--- config.mk ---
export PLATFORM = sky130hd
export DESIGN_NAME = cmsre_exec
export DESIGN_NICKNAME = d
export VERILOG_FILES = /design/src/verilog/cmsre_pkg.sv /design/src/verilog/cmsre_exec.sv
export SDC_FILE = /design/constraint.sdc
export NUM_CORES = 1
export LEC_CHECK = 0
export BUFFER_PORTS_ARGS = -buffer_cell sky130_fd_sc_hd__buf_2
export CAP_MARGIN = 15
export CORE_MARGIN = 5
export CORE_UTILIZATION = 31
export DETAILED_ROUTE_END_ITERATION = 10
export HOLD_SLACK_MARGIN = 0.1
export PLACE_DENSITY = 0.42
export SKIP_LAST_GASP = 1
export SLEW_MARGIN = 20
export SYNTH_ARGS = -nofsm -noshare
export SYNTH_HDL_FRONTEND = slang
export SYNTH_SLANG_ARGS = --single-unit
export TNS_END_PERCENT = 30
--- constraint.sdc ---
create_clock -name clock -period 6 [get_ports clock]
set_clock_uncertainty 0.2 [all_clocks]
set_input_delay 0.6 -clock clock [delete_from_list [all_inputs] [get_ports clock]]
set_output_delay 0.6 -clock clock [all_outputs]
set_load 0.02 [all_outputs]
--- src/verilog/cmsre_pkg.sv ---
// Constants, types and opcode patterns for the multiply/stack/return executor.
// Assumes a four-phase instruction cycle driven by one core clock.
//
// Contract
// - Literal multiply: W times literal into product
// - File multiply: W times file into product
// - Multiplies never touch any status flag
// - Bank bit selects access bank or bank register
// - Extended set: low access addresses become indexed
// - Negate file: two's complement, five flags updated
// - Pop discards top of return stack
// - Push stores PC plus two on stack
// - Relative call pushes, jumps by doubled offset
// - Software reset restores all master-clear values
// - Interrupt return pops PC, sets one enable
// - Fast bit restores shadow working, flags, bank
// - Subroutine return pops PC, latches kept
// - Literal return loads W and pops PC
// - Rotate left through carry, flags C N Z
// - Destination bit picks W or file
package cmsre_pkg;

	// ----------------------------------------
	// Widths
	// ----------------------------------------
	localparam int PC_W = 21;
	localparam int SP_W = 5;
	localparam logic [4:0] STACK_TOP_SLOT = 5'h1f;

	// ----------------------------------------
	// Opcode patterns
	// ----------------------------------------
	localparam logic [15:0] OPC_NOP = 16'h0000;
	localparam logic [15:0] OPC_POP = 16'h0006;
	localparam logic [15:0] OPC_PUSH = 16'h0005;
	localparam logic [15:0] OPC_RESET = 16'h00ff;
	localparam logic [14:0] OPC_INT_RETURN = 15'h0008;
	localparam logic [14:0] OPC_SUB_RETURN = 15'h0009;
	localparam logic [7:0] OPC_MUL_LIT = 8'h0d;
	localparam logic [7:0] OPC_LIT_RETURN = 8'h0c;
	localparam logic [6:0] OPC_MUL_FILE = 7'h01;
	localparam logic [6:0] OPC_NEGATE = 7'h36;
	localparam logic [5:0] OPC_ROT_LEFT = 6'h0d;
	localparam logic [4:0] OPC_REL_CALL = 5'h1b;
	localparam logic [3:0] SECOND_WORD_NIBBLE = 4'hf;

	// ----------------------------------------
	// Field positions and addressing
	// ----------------------------------------
	localparam int FAST_BIT = 0;
	localparam int BANK_BIT = 8;
	localparam int DEST_BIT = 9;
	localparam logic [7:0] ACCESS_LIMIT = 8'h5f;
	localparam logic [3:0] ACCESS_HIGH_BANK = 4'hf;
	localparam int FLAG_CARRY = 0;
	localparam int FLAG_DIGIT = 1;
	localparam int FLAG_ZERO = 2;
	localparam int FLAG_OVER = 3;
	localparam int FLAG_NEG = 4;

	// ----------------------------------------
	// Register port map
	// ----------------------------------------
	localparam logic [3:0] REG_CTRL = 4'h0;
	localparam logic [3:0] REG_WORK = 4'h1;
	localparam logic [3:0] REG_FLAGS = 4'h2;
	localparam logic [3:0] REG_BANK = 4'h3;
	localparam logic [3:0] REG_PROD_LOW = 4'h4;
	localparam logic [3:0] REG_PROD_HIGH = 4'h5;
	localparam logic [3:0] REG_PC_HIGH = 4'h6;
	localparam logic [3:0] REG_PC_UPPER = 4'h7;
	localparam logic [3:0] REG_GIE = 4'h8;
	localparam logic [3:0] REG_STACK_PTR = 4'h9;
	localparam int CTRL_EXT_BIT = 0;
	localparam int GIE_HIGH_BIT = 0;
	localparam int GIE_LOW_BIT = 1;

	// ----------------------------------------
	// Types
	// ----------------------------------------
	typedef enum logic [1:0] {PH_DECODE, PH_READ, PH_PROCESS, PH_WRITE} cmsre_phase_type;

	typedef enum logic [3:0] {
		OP_OTHER, OP_IDLE, OP_NOP, OP_MUL_LIT, OP_MUL_FILE, OP_NEGATE, OP_POP, OP_PUSH,
		OP_REL_CALL, OP_SOFT_RESET, OP_INT_RETURN, OP_SUB_RETURN, OP_LIT_RETURN, OP_ROT_LEFT
	} cmsre_op_type;

	typedef struct packed {
		logic [7:0] working;
		logic [7:0] flags;
		logic [7:0] bank_select_register;
		logic [7:0] product_high;
		logic [7:0] product_low;
		logic [7:0] pc_high_latch;
		logic [7:0] pc_upper_latch;
		logic [7:0] shadow_working;
		logic [7:0] shadow_flags;
		logic [7:0] shadow_bank_select;
		logic [PC_W-1:0] pc;
		logic high_priority_global_enable;
		logic low_priority_global_enable;
		logic ext_enable;
		logic [SP_W-1:0] stack_ptr;
	} cmsre_core_type;

	localparam cmsre_core_type CORE_RESET = '0;

endpackage

--- src/verilog/cmsre_exec.sv ---
// Executor for multiplies, negate, stack and return opcodes of an 8-bit core.
// Program and data memories sit outside; both answer within one phase.
//
// Local design decisions: the strobed register port and the register addresses.
`timescale 1ns/10ps
module cmsre_exec (
	// Clock and reset
	input wire logic clock,
	input wire logic reset_n,
	// Program memory
	output logic [20:0] prog_addr,
	input wire logic [15:0] instr,
	// Data memory
	output logic [11:0] file_addr,
	input wire logic [7:0] file_rd_data,
	output logic file_wr_en,
	output logic [7:0] file_wr_data,
	input wire logic [11:0] index_base,
	// Interrupt controller and reset sources
	input wire logic shadow_load,
	input wire logic return_low,
	output logic high_priority_global_enable,
	output logic low_priority_global_enable,
	output logic soft_reset,
	// Register port
	input wire logic [3:0] reg_addr,
	input wire logic [7:0] reg_wdata,
	input wire logic reg_write,
	input wire logic reg_read,
	output logic [7:0] reg_rdata
);

	// ----------------------------------------
	// Decoding helpers
	// ----------------------------------------
	function automatic cmsre_pkg::cmsre_op_type decode_op(input logic [15:0] i);
		if (i[15:12] == cmsre_pkg::SECOND_WORD_NIBBLE || i == cmsre_pkg::OPC_NOP)
			decode_op = cmsre_pkg::OP_NOP;
		else if (i == cmsre_pkg::OPC_POP)
			decode_op = cmsre_pkg::OP_POP;
		else if (i == cmsre_pkg::OPC_PUSH)
			decode_op = cmsre_pkg::OP_PUSH;
		else if (i == cmsre_pkg::OPC_RESET)
			decode_op = cmsre_pkg::OP_SOFT_RESET;
		else if (i[15:1] == cmsre_pkg::OPC_INT_RETURN)
			decode_op = cmsre_pkg::OP_INT_RETURN;
		else if (i[15:1] == cmsre_pkg::OPC_SUB_RETURN)
			decode_op = cmsre_pkg::OP_SUB_RETURN;
		else if (i[15:8] == cmsre_pkg::OPC_MUL_LIT)
			decode_op = cmsre_pkg::OP_MUL_LIT;
		else if (i[15:8] == cmsre_pkg::OPC_LIT_RETURN)
			decode_op = cmsre_pkg::OP_LIT_RETURN;
		else if (i[15:9] == cmsre_pkg::OPC_MUL_FILE)
			decode_op = cmsre_pkg::OP_MUL_FILE;
		else if (i[15:9] == cmsre_pkg::OPC_NEGATE)
			decode_op = cmsre_pkg::OP_NEGATE;
		else if (i[15:10] == cmsre_pkg::OPC_ROT_LEFT)
			decode_op = cmsre_pkg::OP_ROT_LEFT;
		else if (i[15:11] == cmsre_pkg::OPC_REL_CALL)
			decode_op = cmsre_pkg::OP_REL_CALL;
		else
			decode_op = cmsre_pkg::OP_OTHER;
	endfunction

	function automatic logic [11:0] file_address(input logic [7:0] f, input logic bank,
		input logic [7:0] bank_sel, input logic ext, input logic [11:0] base);
		if (bank)
			file_address = {bank_sel[3:0], f};
		else if (ext && f <= cmsre_pkg::ACCESS_LIMIT)
			file_address = 12'(base + {4'h0, f});
		else if (f <= cmsre_pkg::ACCESS_LIMIT)
			file_address = {4'h0, f};
		else
			file_address = {cmsre_pkg::ACCESS_HIGH_BANK, f};
	endfunction

	// ----------------------------------------
	// State
	// ----------------------------------------
	cmsre_pkg::cmsre_core_type core, next_core;
	cmsre_pkg::cmsre_phase_type phase, next_phase;
	cmsre_pkg::cmsre_op_type op, next_op;
	logic [15:0] ir, next_ir;
	logic [7:0] operand, next_operand;
	logic [7:0] result, next_result;
	logic [7:0] res_flags, next_res_flags;
	logic flush, next_flush;
	logic [11:0] next_file_addr;
	logic [7:0] next_rdata;
	logic [20:0] stack [1:31];
	logic [20:0] top_of_stack;
	logic [20:0] pc_plus2;
	logic [8:0] neg_sum;
	logic [15:0] product;
	logic stack_we;
	logic [4:0] stack_slot;
	logic wr;

	assign top_of_stack = (core.stack_ptr == 5'h00) ? 21'h000000 : stack[core.stack_ptr];
	assign pc_plus2 = core.pc + 21'h000002;
	assign wr = (phase == cmsre_pkg::PH_WRITE);
	assign prog_addr = core.pc;
	assign file_wr_data = result;
	assign high_priority_global_enable = core.high_priority_global_enable;
	assign low_priority_global_enable = core.low_priority_global_enable;
	assign soft_reset = wr && op == cmsre_pkg::OP_SOFT_RESET;
	// negate always writes the file; rotate writes it only when destination bit set
	assign file_wr_en = wr && (op == cmsre_pkg::OP_NEGATE
		|| (op == cmsre_pkg::OP_ROT_LEFT && ir[cmsre_pkg::DEST_BIT]));

	// ----------------------------------------
	// Next-state logic
	// ----------------------------------------
	always_comb
	begin
		next_core = core;
		next_phase = phase;
		next_op = op;
		next_ir = ir;
		next_operand = operand;
		next_result = result;
		next_res_flags = res_flags;
		next_flush = flush;
		next_file_addr = file_addr;
		stack_we = 1'b0;
		stack_slot = core.stack_ptr;
		neg_sum = 9'({1'b0, ~operand}) + 9'h001;
		product = 16'(core.working) * 16'((op == cmsre_pkg::OP_MUL_LIT) ? ir[7:0] : operand);
		// Software and interrupt side first, so instruction effects win
		if (shadow_load)
		begin
			next_core.shadow_working = core.working;
			next_core.shadow_flags = core.flags;
			next_core.shadow_bank_select = core.bank_select_register;
		end
		if (reg_write)
		begin
			case (reg_addr)
				cmsre_pkg::REG_CTRL: next_core.ext_enable = reg_wdata[cmsre_pkg::CTRL_EXT_BIT];
				cmsre_pkg::REG_BANK: next_core.bank_select_register = {4'h0, reg_wdata[3:0]};
				cmsre_pkg::REG_PC_HIGH: next_core.pc_high_latch = reg_wdata;
				cmsre_pkg::REG_PC_UPPER: next_core.pc_upper_latch = {3'h0, reg_wdata[4:0]};
				cmsre_pkg::REG_GIE:
				begin
					next_core.high_priority_global_enable = reg_wdata[cmsre_pkg::GIE_HIGH_BIT];
					next_core.low_priority_global_enable = reg_wdata[cmsre_pkg::GIE_LOW_BIT];
				end
				default: ;
			endcase
		end
		unique case (phase)
			cmsre_pkg::PH_DECODE:
			begin
				next_phase = cmsre_pkg::PH_READ;
				next_ir = instr;
				// lone second word decodes as no-op
				next_op = flush ? cmsre_pkg::OP_IDLE : decode_op(instr);
				next_file_addr = file_address(instr[7:0], instr[cmsre_pkg::BANK_BIT],
					core.bank_select_register, core.ext_enable, index_base);
			end
			cmsre_pkg::PH_READ:
			begin
				next_phase = cmsre_pkg::PH_PROCESS;
				next_operand = file_rd_data;
			end
			cmsre_pkg::PH_PROCESS:
			begin
				next_phase = cmsre_pkg::PH_WRITE;
				next_res_flags = core.flags;
				next_result = operand;
				if (op == cmsre_pkg::OP_NEGATE)
				begin
					next_result = neg_sum[7:0];
					next_res_flags[cmsre_pkg::FLAG_CARRY] = neg_sum[8];
					next_res_flags[cmsre_pkg::FLAG_DIGIT] = (operand[3:0] == 4'h0);
					next_res_flags[cmsre_pkg::FLAG_OVER] = (operand == 8'h80);
				end
				else if (op == cmsre_pkg::OP_ROT_LEFT)
				begin
					// bit 7 to carry, carry to bit 0
					next_result = {operand[6:0], core.flags[cmsre_pkg::FLAG_CARRY]};
					next_res_flags[cmsre_pkg::FLAG_CARRY] = operand[7];
				end
				next_res_flags[cmsre_pkg::FLAG_ZERO] = (next_result == 8'h00);
				next_res_flags[cmsre_pkg::FLAG_NEG] = next_result[7];
			end
			cmsre_pkg::PH_WRITE:
			begin
				next_phase = cmsre_pkg::PH_DECODE;
				next_core.pc = pc_plus2;
				next_flush = 1'b0;
				unique case (op)
					cmsre_pkg::OP_MUL_LIT, cmsre_pkg::OP_MUL_FILE:
					begin
						next_core.product_high = product[15:8];
						next_core.product_low = product[7:0];
					end
					cmsre_pkg::OP_NEGATE:
						next_core.flags = res_flags;
					cmsre_pkg::OP_ROT_LEFT:
					begin
						next_core.flags = res_flags;
						if (!ir[cmsre_pkg::DEST_BIT])
							next_core.working = result;
					end
					cmsre_pkg::OP_POP:
					begin
						if (core.stack_ptr != 5'h00)
							next_core.stack_ptr = 5'(core.stack_ptr - 5'h01);
					end
					cmsre_pkg::OP_PUSH, cmsre_pkg::OP_REL_CALL:
					begin
						// return address is PC plus two
						if (core.stack_ptr != cmsre_pkg::STACK_TOP_SLOT)
						begin
							stack_slot = 5'(core.stack_ptr + 5'h01);
							next_core.stack_ptr = stack_slot;
							stack_we = 1'b1;
						end
						if (op == cmsre_pkg::OP_REL_CALL)
						begin
							next_core.pc = 21'(pc_plus2 + {{9{ir[10]}}, ir[10:0], 1'b0});
							next_flush = 1'b1;
						end
					end
					cmsre_pkg::OP_INT_RETURN, cmsre_pkg::OP_SUB_RETURN,
					cmsre_pkg::OP_LIT_RETURN:
					begin
						next_core.pc = top_of_stack;
						next_flush = 1'b1;
						if (core.stack_ptr != 5'h00)
							next_core.stack_ptr = 5'(core.stack_ptr - 5'h01);
						if (op == cmsre_pkg::OP_LIT_RETURN)
							next_core.working = ir[7:0];
						if (op == cmsre_pkg::OP_INT_RETURN && return_low)
							next_core.low_priority_global_enable = 1'b1;
						else if (op == cmsre_pkg::OP_INT_RETURN)
							next_core.high_priority_global_enable = 1'b1;
						if (op != cmsre_pkg::OP_LIT_RETURN && ir[cmsre_pkg::FAST_BIT])
						begin
							next_core.working = core.shadow_working;
							next_core.flags = core.shadow_flags;
							next_core.bank_select_register = core.shadow_bank_select;
						end
					end
					cmsre_pkg::OP_SOFT_RESET:
						// same values as external master clear
						next_core = cmsre_pkg::CORE_RESET;
					default:
					begin
						// Idle slot after a two-cycle op keeps the redirected PC
						if (flush)
							next_core.pc = core.pc;
					end
				endcase
			end
		endcase
		next_rdata = 8'h00;
		if (reg_read)
		begin
			case (reg_addr)
				cmsre_pkg::REG_CTRL: next_rdata = {7'h00, core.ext_enable};
				cmsre_pkg::REG_WORK: next_rdata = core.working;
				cmsre_pkg::REG_FLAGS: next_rdata = core.flags;
				cmsre_pkg::REG_BANK: next_rdata = core.bank_select_register;
				cmsre_pkg::REG_PROD_LOW: next_rdata = core.product_low;
				cmsre_pkg::REG_PROD_HIGH: next_rdata = core.product_high;
				cmsre_pkg::REG_PC_HIGH: next_rdata = core.pc_high_latch;
				cmsre_pkg::REG_PC_UPPER: next_rdata = core.pc_upper_latch;
				cmsre_pkg::REG_GIE: next_rdata = {6'h00, core.low_priority_global_enable,
					core.high_priority_global_enable};
				cmsre_pkg::REG_STACK_PTR: next_rdata = {3'h0, core.stack_ptr};
				default: next_rdata = 8'h00;
			endcase
		end
	end

	// ----------------------------------------
	// Registers
	// ----------------------------------------
	always_ff @(posedge clock)
	begin
		if (!reset_n)
		begin
			core <= cmsre_pkg::CORE_RESET;
			phase <= cmsre_pkg::PH_DECODE;
			op <= cmsre_pkg::OP_IDLE;
			ir <= 16'h0000;
			operand <= 8'h00;
			result <= 8'h00;
			res_flags <= 8'h00;
			flush <= 1'b0;
			file_addr <= 12'h000;
			reg_rdata <= 8'h00;
		end
		else
		begin
			core <= next_core;
			phase <= next_phase;
			op <= next_op;
			ir <= next_ir;
			operand <= next_operand;
			result <= next_result;
			res_flags <= next_res_flags;
			flush <= next_flush;
			file_addr <= next_file_addr;
			reg_rdata <= next_rdata;
		end
	end

	// Stack storage has no reset; an empty pointer hides stale entries
	always_ff @(posedge clock)
	begin
		if (stack_we)
			stack[stack_slot] <= pc_plus2;
	end
endmodule

==> run_results.csv <==
group,metric,value,unit
clock_network,cts.sinks,826,
finish,utilization,36.3,%
clock_network,cts.path.max_buffers,3,
sta,min_period,5700,ps
run,drv_cap,0,
clock_network,cts_buffers,94,
synth,yosysTopAreaCellShare,52.3,%
critical_path,r2r_start,"op[2]",
grt,grt_overflow,0,
hold_path,hold_path_end,"file_addr[2]",
place,gp_congestion,0.816,
clock_network,clock_latency,690,ps
synth,ys_warn_count,0,
critical_path,r2r_slack,300,ps
power_and_ir_drop,p_per_area,304,nW/µm²
floorplan,core-area,120000,µm²
finish,layout.nets,2926,
sta,worst_slew_pin_slew,1080,ps
finish,antenna_cells,0,
hold_path,worstHoldPathType,"input pin to flip-flop",
grt,grt_usage,17.4,%
clock_network,cts-htree-levels,3,
grt,grt_pass1_wl,164000,µm
hold_path,hold_start,"instr[2]",
sta,min_period_over_period,95.0,%
synth,synth_area_leader_cell,"edfxtp_1",
floorplan,initial_core_util,31.2,%
floorplan,die_y,357,µm
floorplan,io_pins,107,
clock_network,clkTransAtPathRegs,60,ps
synth,yosysUniqueCellTypes,73,
grt,grt_pass1_vias,23618,
routing,drt-wirelength-per-cell,25.3,µm
clock_network,cts_resized,0,
finish,fill_cells,11481,
finish,drive_gt1_share,19.7,%
run_status,status,"finished, final reports clean",
synth,syn_nets,2778,
synth,synth.avg_cell_area,14.3,µm²
critical_path,r2r_end,"core[84]",
floorplan,dieArea,128000,µm²
floorplan,num_rows,127,
place,port_buffers,106,
critical_path,crit_type,"flip-flop to flip-flop",
synth,synthTopCellsByArea,"edfxtp_1, mux4_2, dfxtp_1, mux2i_1, nor2_1",
synth,synth_edf_count,651,
finish,final_area,43400,µm²
hold_path,min_path_cells,3,
place,placed_area,40100,µm²
synth,ys_seq_elements,826,
sta,rsz0062_at_grt,"no",
critical_path,cp_max_fo,8,
place,hpwl,72500,µm
synth,netlist_instances,2614,
routing,drt_iter0_drc,1733,
synth,synth_async_sr_flop_share,0,%
power_and_ir_drop,peakVddDrop,0.000208,V
sta,final-hold-violation-count,0,
critical_path,ff2ff_path_depth,21,
routing,final_antenna_net_count,0,
critical_path,crit_required,6410,ps
synth,synth.yosys.seq_area_share,61.6,%
critical_path,endpoint_kind,"flip-flop",
sta,setup_viol,0,
routing,dr.pass1.iters,5,
power_and_ir_drop,p_leak,14.7,nW
sta,tns,0,ps
sta,slew_violations,0,
routing,detail_route.vias_per_cell,5.18,
floorplan,dieWidth,357,µm
routing,vias,23034,
critical_path,startpoint_type,"flip-flop",
synth,synthesis.area,37400,µm²
routing,drc,0,
synth,ys.flop_type,"edfxtp_1",
critical_path,cp_data_arrival_time,6110,ps
grt,antenna_found_initial,0,
sta,max_freq,175,MHz
routing,wirelength,113000,µm
sta,fin_hold_ws,166,ps
clock_network,cts_tree,"built",
clock_network,post-cts-setup-buffers,0,
clock_network,clock_tree.root_cell,"clkbuf_16",
finish,syn2layout_area_growth,16.1,%
grt,grt_max_degree,79,
sta,relSlewSlack,28.1,%
-- registers in the layout (all words and copies together) (netlist names), named ones only --
signal,cells
high_priority_global_enable,1
ir,11
flush,1
prog_addr,20
operand,8
phase,2
core,86
op,4
low_priority_global_enable,1
file_wr_data,7
file_addr,12
reg_rdata,8
stack,651
res_flags,8
-- synth_stat cells, types with 12 or more instances --
master    number
nor2b_1       54
nand2b_1      17
nand4_1       20
a221oi_1      25
mux2_2        12
nand2_1      123
clkbuf_1      90
fa_1          38
mux4_2       172
a21oi_1      110
xor2_1        19
mux2i_1      116
buf_4         34
edfxtp_1     651
xnor2_1       28
nor3_1        29
a311oi_1      12
buf_2         26
nor2_1       246
and2_1        29
a21o_1        13
ha_1          72
a22oi_1       43
dfxtp_1      175
buf_1         12
inv_1         93
o211ai_1      12
a31oi_1       21
a211oi_1      43
o22ai_1       12
o21ai_0       82
nand3_1       40
-- worst max path at each step --
stage | from | endpoint | depth (start not counted)
final | op[2] | core[84] | 21
after global routing | op[2] | core[84] | 21
after CTS | op[2] | core[84] | 21
after detailed placement | op[2] | core[84] | 21
after global placement | op[2] | core[83] | 19
after floorplan | op[1] | core[84] | 21
-- cells in the final DEF (no fill, tap or decap), types with 9 or more instances in the layout --
cell and instances:
nand2_1 123, xnor2_2 12, o21ai_0 82, clkinv_1 20, mux4_2 172, and3_1 10, o22ai_1 12, a22oi_1 43
a211oi_1 43, nor2_4 16, xnor2_1 16, ha_1 72, nor3_1 29, a21oi_1 110, inv_1 92, buf_4 75
nand4_1 20, a21o_1 13, fa_1 38, nor2b_1 54, nand3_1 40, dlygate4sd3_1 32, nor2_2 15, and2_1 29
edfxtp_1 651, clkbuf_1 29, a311oi_1 11, a31oi_1 21, buf_2 106, dfxtp_1 170, clkbuf_16 95, o21a_1 9
a221oi_1 25, mux2_2 12, o211ai_1 12, nand2b_1 17, mux2i_1 116, nor2_1 215, xor2_1 14
-- power breakdown --
group	internal [mW]	switching [mW]	leakage, nW	total [mW]
Combinational	0.363	0.786	5.88	1.15
Clock	3.16	2.37	1.40	5.53
Sequential	6.38	0.132	7.41	6.51
Total	9.90	3.29	14.7	13.2
-- critical path, cell delays in order (launching register included) --
cell	delay, ps
dfxtp_1	310
nand2b_1	220
nor3b_1	300
buf_4	240
mux2i_1	200
buf_4	190
nand2b_1	150
fa_1	470
fa_1	550
inv_1	50
fa_1	470
inv_1	50
fa_1	480
inv_1	40
ha_1	340
o21ai_0	170
o21ai_0	320
a21oi_1	150
o22ai_1	230
nor3_1	90
nor4b_1	240
nand3b_1	140
-- metal layers --
metal	up-vias	track usage, %	share of wire, %
met3	140	3.64	5.6
met5	-	0	0
met4	0	4.55	2.2
met1	12000	23.2	44
li1	10344	-	-
met2	550	29.0	48
-- cell families (layout without fill, tap and decap cells) --
| family | Yosys count | in the layout | share of synthesized area, % |
|---|---|---|---|
| DFF | 826 | 826 | 61.6 |
| AOI/OAI and AO/OA | 449 | 449 | 7.92 |
| xor gates and xnor gates | 47 | 47 | 1.10 |
| adders and majority gates | 110 | 110 | 4.44 |
| buffers and inverters | 261 | 481 | 3.17 |
| muxes | 300 | 300 | 13.8 |
| and+or+nand+nor | 621 | 621 | 7.90 |
-- through the flow --
stage | setup slack (ps) | instances | power, mW
detailed placement | 398 | 4245 | 7.76
CTS | 351 | 4445 | 13.4
finish | 301 | 4446 | 13.2
global placement | 472 | 4243 | 7.73
floorplan | 626 | 2614 | 7.30
global route | 118 | 4446 | 13.7
-- layout make-up --
type	count	area, µm²	share of cell area, %
timing repair buffer	220	1570	3.61
clock inverter	43	460	1.06
tap	1612	2020	4.64
inverter	93	349	0.804
multi-input combinational	1527	13500	31.0
sequential	826	23100	53.1
clock buffer	125	2500	5.76
-- repair_timing --
item,CTS,global route
hold buffers,32,0
setup endpoints to repair,0,0
endpoints found under the hold margin,43,0
(Power assumes the default switching activity.)
